### src/core/trs_defines.svh
/*
 * Offsets, field positions, reset values and sizes of the ring switch.
 * Assumes word addressing on the register port, one register per address.
 */
`ifndef TRS_DEFINES_SVH
`define TRS_DEFINES_SVH

// ==========================================================
// Sizes
`define TRS_ADDR_W 16
`define TRS_DATA_W 16
`define TRS_LINKS 16
`define TRS_CFG_W 12

// ==========================================================
// Register offsets
`define TRS_OFS_CTRL 16'h0180
`define TRS_OFS_TX0 16'h0181
`define TRS_OFS_STAT 16'h0191
`define TRS_OFS_RX0 16'h01C0

// ==========================================================
// Control fields
`define TRS_CTRL_EN 2
`define TRS_CTRL_INIT 1
`define TRS_CTRL_MASTER 0
`define TRS_CTRL_W 3

// ==========================================================
// Link fields
`define TRS_LNK_ATM_ON 11
`define TRS_LNK_ATM_HI 10
`define TRS_LNK_ATM_LO 6
`define TRS_LNK_TDM_ON 5
`define TRS_LNK_TDM_HI 4
`define TRS_LNK_TDM_LO 0

// ==========================================================
// Reset values, fixed bytes and status lock bit
`define TRS_CTRL_RST 3'h0
`define TRS_LNK_RST 12'h000
`define TRS_EMPTY_HDR 8'h00
`define TRS_STAT_LOCK 8

`endif

### src/core/trs_pkg.sv
/*
 * Types shared by the ring switch modules.
 * Assumes nothing beyond a SystemVerilog compiler.
 */
`default_nettype none
package trs_pkg;
  typedef logic [7:0] trs_byte_t;
  typedef logic [4:0] trs_slot_t;
  typedef enum logic [3:0] {
    trs_off = 4'h1,
    trs_init = 4'h2,
    trs_master = 4'h4,
    trs_member = 4'h8
  } trs_mode_t;
endpackage : trs_pkg
`default_nettype wire

### src/core/trs_slot_if.sv
/*
 * Ring slot bus: current slot number and the ring byte in it.
 * Assumes one driver (the top) and many per-link switch readers.
 */
`timescale 1ns/100ps
`default_nettype none
interface trs_slot_if;
  logic active;
  trs_pkg::trs_slot_t slot;
  trs_pkg::trs_byte_t ring_byte;
  modport src (output active, output slot, output ring_byte);
  modport sink (input active, input slot, input ring_byte);
endinterface : trs_slot_if
`default_nettype wire

### src/core/trs_ring_switch.sv
/*
 * One link's ring switch: an add point (local byte onto the ring) and a
 * drop point (ring byte to the local path), each on its own side.
 * Assumes the slot bus is synchronous to clk.
 */
`timescale 1ns/100ps
`default_nettype none
`include "trs_defines.svh"
module trs_ring_switch #(
  parameter bit ADD_IS_ATM = 1'b1
) (
  input wire logic clk,
  input wire logic rst,
  trs_slot_if.sink slot_bus,
  input wire logic [`TRS_CFG_W-1:0] cfg,
  input wire logic [7:0] add_src,
  input wire logic [7:0] drop_norm,
  output logic add_hit,
  output logic [7:0] add_byte,
  output logic [7:0] drop_out
);
  logic atm_on;
  logic tdm_on;
  logic add_on;
  logic drop_on;
  trs_pkg::trs_slot_t add_adr;
  trs_pkg::trs_slot_t drop_adr;
  trs_pkg::trs_byte_t cap_q, cap_d;
  trs_pkg::trs_byte_t out_q, out_d;

  // ==========================================================
  // Field split
  assign atm_on = cfg[`TRS_LNK_ATM_ON];
  assign tdm_on = cfg[`TRS_LNK_TDM_ON];
  assign add_on = ADD_IS_ATM ? atm_on : tdm_on;
  assign drop_on = ADD_IS_ATM ? tdm_on : atm_on;
  assign add_adr = ADD_IS_ATM ? cfg[`TRS_LNK_ATM_HI:`TRS_LNK_ATM_LO]
                              : cfg[`TRS_LNK_TDM_HI:`TRS_LNK_TDM_LO];
  assign drop_adr = ADD_IS_ATM ? cfg[`TRS_LNK_TDM_HI:`TRS_LNK_TDM_LO]
                               : cfg[`TRS_LNK_ATM_HI:`TRS_LNK_ATM_LO];

  // ==========================================================
  // Add and drop
  // Address is gated by the side bit, so a stale address is inert
  assign add_hit = add_on && slot_bus.active &&
                   (slot_bus.slot == add_adr);
  assign add_byte = add_on ? add_src : 8'h00;

  always_comb begin
    cap_d = cap_q;
    if (drop_on && slot_bus.active && slot_bus.slot == drop_adr) begin
      cap_d = slot_bus.ring_byte;
    end
    out_d = drop_on ? cap_q : drop_norm;
  end

  always_ff @(posedge clk or posedge rst) begin
    if (rst) begin
      cap_q <= 8'h00;
      out_q <= 8'h00;
    end else begin
      cap_q <= cap_d;
      out_q <= out_d;
    end
  end
  assign drop_out = out_q;
endmodule : trs_ring_switch
`default_nettype wire

### src/core/trs_ring_top.sv
/*
 * Ring configuration registers and per-link ring switching.
 * Assumes ring pins are asynchronous to clk; link data is on clk.
 */
`timescale 1ns/100ps
`default_nettype none
`include "trs_defines.svh"

// Operation
// - Enable bit 2 low tri-states ring outputs; high drives them.
// - Init bit 1 makes the master send empty headers; members ignore it.
// - Master bit 0 makes this device ring master, else a member.
// - Transmit bit 11 joins the ring to the control-cell modifier path.
// - Transmit bits 10:6 hold the ATM-side ring address.
// - Transmit bit 5 joins the ring to the TDM transmit interface.
// - Transmit bits 4:0 hold the TDM-side ring address.
// - Receive bit 11 joins the ring to the receive link group logic.
// - Receive bits 10:6 hold the ATM-side ring address.
// - Receive bit 5 joins the TDM receive interface to the ring.
// - Receive bits 4:0 hold the TDM-side ring address.
module trs_ring_top (
  input wire logic clk,
  input wire logic rst,
  input wire logic [`TRS_ADDR_W-1:0] reg_addr,
  input wire logic [`TRS_DATA_W-1:0] reg_wdata,
  input wire logic reg_wr,
  input wire logic reg_rd,
  output logic [`TRS_DATA_W-1:0] reg_rdata,
  input wire logic [7:0] ring_in_data,
  input wire logic ring_in_sync,
  output logic [7:0] ring_out_data,
  output logic ring_out_sync,
  output logic ring_out_oe,
  input wire logic [`TRS_LINKS-1:0][7:0] tx_mod_data,
  output logic [`TRS_LINKS-1:0][7:0] tx_tdm_data,
  input wire logic [`TRS_LINKS-1:0][7:0] rx_tdm_data,
  output logic [`TRS_LINKS-1:0][7:0] rx_grp_data
);
  // ==========================================================
  // Declarations
  logic [7:0] rin_s1_q, rin_s2_q;
  logic rsync_s1_q, rsync_s2_q;
  logic [`TRS_CTRL_W-1:0] ctrl_q, ctrl_d;
  logic [`TRS_LINKS-1:0][`TRS_CFG_W-1:0] tx_q, tx_d;
  logic [`TRS_LINKS-1:0][`TRS_CFG_W-1:0] rx_q, rx_d;
  logic [`TRS_DATA_W-1:0] rdata_q, rdata_d;
  trs_pkg::trs_mode_t mode_q, mode_d;
  trs_pkg::trs_slot_t slot_q, slot_d, slot_cur;
  logic lock_q, lock_d;
  logic [7:0] out_data_q, out_data_d;
  logic out_sync_q, out_sync_d;
  logic out_oe_q, out_oe_d;
  logic [`TRS_LINKS-1:0] tx_hit, rx_hit;
  logic [`TRS_LINKS-1:0][7:0] tx_add, rx_add;
  logic any_hit;
  logic [7:0] add_sel;

  trs_slot_if slot_bus ();

  // ==========================================================
  // Ring pin synchronisers
  always_ff @(posedge clk or posedge rst) begin
    if (rst) begin
      rin_s1_q <= 8'h00;
      rin_s2_q <= 8'h00;
      rsync_s1_q <= 1'b0;
      rsync_s2_q <= 1'b0;
    end else begin
      rin_s1_q <= ring_in_data;
      rin_s2_q <= rin_s1_q;
      rsync_s1_q <= ring_in_sync;
      rsync_s2_q <= rsync_s1_q;
    end
  end

  // ==========================================================
  // Register file
  always_comb begin
    ctrl_d = ctrl_q;
    tx_d = tx_q;
    rx_d = rx_q;
    rdata_d = 16'h0000;
    if (reg_wr) begin
      if (reg_addr == `TRS_OFS_CTRL) begin
        ctrl_d = reg_wdata[`TRS_CTRL_W-1:0];
      end
      for (int i = 0; i < `TRS_LINKS; i++) begin
        if (reg_addr == `TRS_OFS_TX0 + 16'(i)) begin
          tx_d[i] = reg_wdata[`TRS_CFG_W-1:0];
        end
        if (reg_addr == `TRS_OFS_RX0 + 16'(i)) begin
          rx_d[i] = reg_wdata[`TRS_CFG_W-1:0];
        end
      end
    end
    if (reg_rd) begin
      if (reg_addr == `TRS_OFS_CTRL) begin
        rdata_d = {13'h0000, ctrl_q};
      end
      if (reg_addr == `TRS_OFS_STAT) begin
        rdata_d = {7'h00, lock_q, 3'h0, slot_q};
      end
      for (int i = 0; i < `TRS_LINKS; i++) begin
        if (reg_addr == `TRS_OFS_TX0 + 16'(i)) begin
          rdata_d = {4'h0, tx_q[i]};
        end
        if (reg_addr == `TRS_OFS_RX0 + 16'(i)) begin
          rdata_d = {4'h0, rx_q[i]};
        end
      end
    end
  end

  always_ff @(posedge clk or posedge rst) begin
    if (rst) begin
      ctrl_q <= `TRS_CTRL_RST;
      tx_q <= {`TRS_LINKS{`TRS_LNK_RST}};
      rx_q <= {`TRS_LINKS{`TRS_LNK_RST}};
      rdata_q <= 16'h0000;
    end else begin
      ctrl_q <= ctrl_d;
      tx_q <= tx_d;
      rx_q <= rx_d;
      rdata_q <= rdata_d;
    end
  end
  assign reg_rdata = rdata_q;

  // ==========================================================
  // Ring role
  // Two masters on one ring would fight over slot timing; software
  // must prevent it, the device cannot see the other nodes
  always_comb begin
    if (!ctrl_d[`TRS_CTRL_EN]) begin
      mode_d = trs_pkg::trs_off;
    end else if (!ctrl_d[`TRS_CTRL_MASTER]) begin
      mode_d = trs_pkg::trs_member;
    end else if (ctrl_d[`TRS_CTRL_INIT]) begin
      mode_d = trs_pkg::trs_init;
    end else begin
      mode_d = trs_pkg::trs_master;
    end
  end

  always_ff @(posedge clk or posedge rst) begin
    if (rst) begin
      mode_q <= trs_pkg::trs_off;
    end else begin
      mode_q <= mode_d;
    end
  end

  // ==========================================================
  // Slot timing
  // Master runs free; a member realigns to every received sync
  always_comb begin
    slot_cur = slot_q;
    lock_d = lock_q;
    unique case (mode_q)
      trs_pkg::trs_member: begin
        if (rsync_s2_q) begin
          slot_cur = 5'h00;
          lock_d = 1'b1;
        end
      end
      trs_pkg::trs_init, trs_pkg::trs_master: lock_d = 1'b1;
      trs_pkg::trs_off: lock_d = 1'b0;
    endcase
    slot_d = 5'(slot_cur + 5'h01);
  end

  always_ff @(posedge clk or posedge rst) begin
    if (rst) begin
      slot_q <= 5'h00;
      lock_q <= 1'b0;
    end else begin
      slot_q <= slot_d;
      lock_q <= lock_d;
    end
  end

  // Init frames carry only empty headers, so no link may add then
  assign slot_bus.active = lock_q &&
                           (mode_q == trs_pkg::trs_master ||
                            mode_q == trs_pkg::trs_member);
  assign slot_bus.slot = slot_cur;
  assign slot_bus.ring_byte = rin_s2_q;

  // ==========================================================
  // Per-link switches
  for (genvar g = 0; g < `TRS_LINKS; g++) begin : g_link
    // Transmit: modifier adds at ATM address, TDM drops at TDM address
    trs_ring_switch #(.ADD_IS_ATM(1'b1)) u_tx (
      .clk(clk),
      .rst(rst),
      .slot_bus(slot_bus),
      .cfg(tx_q[g]),
      .add_src(tx_mod_data[g]),
      .drop_norm(tx_mod_data[g]),
      .add_hit(tx_hit[g]),
      .add_byte(tx_add[g]),
      .drop_out(tx_tdm_data[g])
    );
    // Receive: TDM adds at TDM address, group drops at ATM address
    trs_ring_switch #(.ADD_IS_ATM(1'b0)) u_rx (
      .clk(clk),
      .rst(rst),
      .slot_bus(slot_bus),
      .cfg(rx_q[g]),
      .add_src(rx_tdm_data[g]),
      .drop_norm(rx_tdm_data[g]),
      .add_hit(rx_hit[g]),
      .add_byte(rx_add[g]),
      .drop_out(rx_grp_data[g])
    );
  end

  // ==========================================================
  // Ring output
  // Overlapping addresses: lowest transmit link wins, then receive
  always_comb begin
    any_hit = 1'b0;
    add_sel = 8'h00;
    for (int i = `TRS_LINKS - 1; i >= 0; i--) begin
      if (rx_hit[i]) begin
        any_hit = 1'b1;
        add_sel = rx_add[i];
      end
    end
    for (int i = `TRS_LINKS - 1; i >= 0; i--) begin
      if (tx_hit[i]) begin
        any_hit = 1'b1;
        add_sel = tx_add[i];
      end
    end
  end

  always_comb begin
    out_oe_d = ctrl_q[`TRS_CTRL_EN];
    out_data_d = 8'h00;
    out_sync_d = 1'b0;
    unique case (mode_q)
      trs_pkg::trs_off: begin
        out_data_d = 8'h00;
      end
      trs_pkg::trs_init: begin
        out_data_d = `TRS_EMPTY_HDR;
        out_sync_d = (slot_cur == 5'h00);
      end
      trs_pkg::trs_master: begin
        out_data_d = any_hit ? add_sel : rin_s2_q;
        out_sync_d = (slot_cur == 5'h00);
      end
      trs_pkg::trs_member: begin
        out_data_d = any_hit ? add_sel : rin_s2_q;
        out_sync_d = rsync_s2_q;
      end
    endcase
  end

  always_ff @(posedge clk or posedge rst) begin
    if (rst) begin
      out_data_q <= 8'h00;
      out_sync_q <= 1'b0;
      out_oe_q <= 1'b0;
    end else begin
      out_data_q <= out_data_d;
      out_sync_q <= out_sync_d;
      out_oe_q <= out_oe_d;
    end
  end
  assign ring_out_data = out_data_q;
  assign ring_out_sync = out_sync_q;
  assign ring_out_oe = out_oe_q;
endmodule : trs_ring_top
`default_nettype wire

### config.mk
export PLATFORM = sky130hd
export DESIGN_NAME = trs_ring_top
export DESIGN_NICKNAME = d
export VERILOG_FILES = /design/src/core/trs_pkg.sv /design/src/core/trs_slot_if.sv /design/src/core/trs_ring_switch.sv /design/src/core/trs_ring_top.sv
export VERILOG_INCLUDE_DIRS = /design/src /design/src/core
export SDC_FILE = /design/constraint.sdc
export NUM_CORES = 2
export LEC_CHECK = 0
export BUFFER_PORTS_ARGS = -buffer_cell sky130_fd_sc_hd__buf_2
export CORE_MARGIN = 8
export CORE_UTILIZATION = 30
export DETAILED_ROUTE_END_ITERATION = 12
export GPL_ROUTABILITY_DRIVEN = 0
export PLACE_DENSITY_LB_ADDON = 0.05
export RECOVER_POWER = 100
export SETUP_SLACK_MARGIN = 0.5
export SLEW_MARGIN = 20
export SYNTH_ARGS = -nofsm -noshare
export SYNTH_HDL_FRONTEND = slang
export SYNTH_SLANG_ARGS = --single-unit
### constraint.sdc
create_clock -name clk -period 97.9 [get_ports clk]
set_input_delay 19.58 -clock clk [delete_from_list [all_inputs] [get_ports clk]]
set_output_delay 19.58 -clock clk [all_outputs]
set_load 0.02 [all_outputs]
==> results.toml <==
[sta]
fin_ws_ns = 65.65
fin_skew_ns = 0.0623
tns_ns = 0
period_share_pct = 32.9
fmax_mhz = 31.0
period_needed_ns = 32.25
maxSlewHeadroom_pct = -215
hold_viol = 0
setup_viol = 0
maxSlewViolCount = 1185
tightest_slew_ns = 4.70
rsz0062_at_grt = "no"

[floorplan]
start_util_pct = 30.2
die_area_um2 = 163000
coreArea_um2 = 150000
boundaryPins = 583
rows = 142
die_w_um = 404
die_y_um = 404

[detailed_routing]
route.met3.wl_um = 13100
vias = 34700
m1WireLength_um = 97900
topRoutingLayerUsed = "met5"
drc = 0
wl_per_cell_um = 35.7
drt_iter0_drc = 2894
first_pass_iters = 7
viasPerCell = 5.50
wl_met2_um = 106000
drtAntennaViolNets = 0
wirelength_um = 225000

[setup_path]
critical_path.endpoint_type = "asynchronous set/reset pin"
crit_fanout = 104
cp-start-kind = "input port"
cp.required_ns = 97.79
r2r_start = "slot_q[1]"
r2r_cells = 15
crit_path_cell_trace = "buf_2 -> clkinvlp_2 -> clkbuf_1 -> clkbuf_1 -> clkbuf_1 -> clkbuf_1"
critPathKind = "in2async"
crit_start = "rst"
cp_common_cell = "clkbuf_1"
arrival_ns = 32.14
cpMaxStageDelayCell = "clkbuf_1"
max_stage_delay_ns = 2.98

[pwr]
power_density_nw_per_um2 = 16.4
total_power_uw = 875
peakVddDrop_mv = 0.0166
p_leak_uw = 0.0233

[clock_network]
numCtsBuffers = 114
cts_root_buffer = "clkbuf_16"
h-tree-depth = 3
cts_buffer_depth = 3
worstSkewPairLatency_ns = 0.77
cts_tree = "yes"
cts_sinks = 949
cts_setup_buffers = 0
hold_buffers = 0
path_clk_slew_ns = 0.06
ctsResizeCount = 0

[outcome]
failed_checks = "max-capacitance violations, max-slew violations"
status = "finished with violations"

[layout]
layout_common_cells = "940 x dfrtp_1, 883 x mux2_2, 584 x clkbuf_1"
fin_cells = 6318
layout-drive-gt1-share_pct = 29.4
nNetsFinal = 4499
stdcell_area_um2 = 53400
final_common_cell = "dfrtp_1"
syn_to_final_growth_pct = 18.4

[grt]
track_usage_pct = 26.6
grt_pass1_vias = 35100
grt_pass1_wl_um = 307000
antenna_found_initial = 27
overflow = 0
grt_max_degree = 105

[logic_synthesis]
yosysWarningCount = 0
synth_seq_cells = 949
async_flop_share_pct = 100
yosysUniqueCellTypes = 84
synthCells = 3645
synth_seq_area_share_pct = 52.6
synth_area_per_cell_um2 = 12.4
synth_edf_count = 0
ys.flop_type = "dfrtp_1"
netlist_area_um2 = 45100

[placement]
dp_slack_ns = 74.24
dp.cells = 6096
placed_cell_area_um2 = 50500
io_buffer_count = 574
dpl.hpwl_um = 165000

[worst_hold_path]
min_path_cells = 0
min_from = "rin_s1_q[5]"
hp-class = "reg2reg"

[job]
max_cap_viol_count = 26
-- worst max-delay path, delay by kind of cell --
| kind | cells | cell delay [ns] |
|---|---|---|
| buffers and inverters | 6 | 12.30 |
-- kinds of logic after synthesis --
kind of cell               Yosys count  share of synthesized area, %
DFF                                949                          52.6
xor gates and xnor gates           223                          4.33
and+or+nand+nor                    660                          7.72
adders and majority gates            2                        0.0555
buffers and inverters              309                          2.77
muxes                              906                          22.6
AOI/OAI and AO/OA                  595                          9.90
other                                1                       0.00831
-- layer usage --
metal / track usage [%] / vias to the layer above
li1: - / 14600
met1: 36.0 / 18500
met5: 0 / -
met2: 43.8 / 1264
met4: 8.00 / 8
met3: 4.44 / 325
-- cells in the mapped netlist (12+ instances only) --
cell,n,area share [%]
a211o_1,12,0.23
nand4_1,66,0.92
dfrtp_1,948,53
inv_1,39,0.32
o21ai_0,66,0.73
nand2b_1,47,0.65
buf_2,31,0.34
a222oi_1,17,0.38
xnor2_1,179,3.5
nand3_1,81,0.90
o2111ai_1,19,0.37
mux2_2,894,22
a211oi_1,33,0.55
a21oi_1,53,0.59
nor4_1,14,0.19
buf_1,24,0.20
a22o_1,51,0.99
o22ai_1,43,0.60
nand2_1,131,1.1
nor2_1,119,0.99
a22oi_1,87,1.4
a21boi_0,16,0.27
xor2_1,44,0.85
nor3_1,90,1.0
o221ai_1,16,0.31
a221oi_1,63,1.2
a31oi_1,22,0.31
clkbuf_1,200,1.7
o211ai_1,24,0.40
or3_1,16,0.22
-- state kept, by name, indices dropped and copies added, names as in the netlist --
name,flops
rx_q,192
slot_q,5
g_link.u_rx.cap_q,128
rin_s1_q,8
tx_q,192
lock_q,1
ring_out_data,8
ring_out_oe,1
rin_s2_q,8
g_link.u_tx.cap_q,128
rsync_s2_q,1
g_link.u_tx.drop_out,128
mode_q,4
ring_out_sync,1
rsync_s1_q,1
reg_rdata,12
ctrl_q,3
g_link.u_rx.drop_out,128
-- path summary, 6_finish.rpt --
check | slack (ns) | end
setup / recovery | 65.65 | g_link[2].u_rx.cap_q[5]
hold / removal | 0.35 | rin_s2_q[5]
setup reg to reg | 89.39 | ring_out_data[0]
hold reg to reg | 0.35 | rin_s2_q[5]
max in group clk | 74.00 | reg_rdata[8]
min in group asynchronous | 20.26 | g_link[15].u_rx.drop_out[2]
-- where the power goes --
part	total, uW	switching (uW)	internal (uW)	leakage [uW]
logic	46.2	36.2	10.0	0.00887
clock network	426	180	246	0.00182
registers	402	3.85	398	0.0126
total	875	221	654	0.0233
-- layout make-up --
type | count | area (um2)
clock buffers | 181 | 3420
inverters | 41 | 155
fillers | 15400 | 96200
well taps | 2016 | 2520
multi-input cells | 2390 | 20200
flip-flops and latches | 949 | 23800
clock inverters | 25 | 293
diodes | 16 | 40.0
repair buffers | 700 | 3000
-- metrics by stage --
stage,hold slack (ns),util (%)
3_3_place_gp,0.335,33.8
4_1_cts,0.348,36.3
6_report,0.347,35.7
5_1_grt,0.352,35.7
2_1_floorplan,0.331,-
3_5_place_dp,0.335,33.8
No activity file was read; power rests on OpenSTA's default activity.
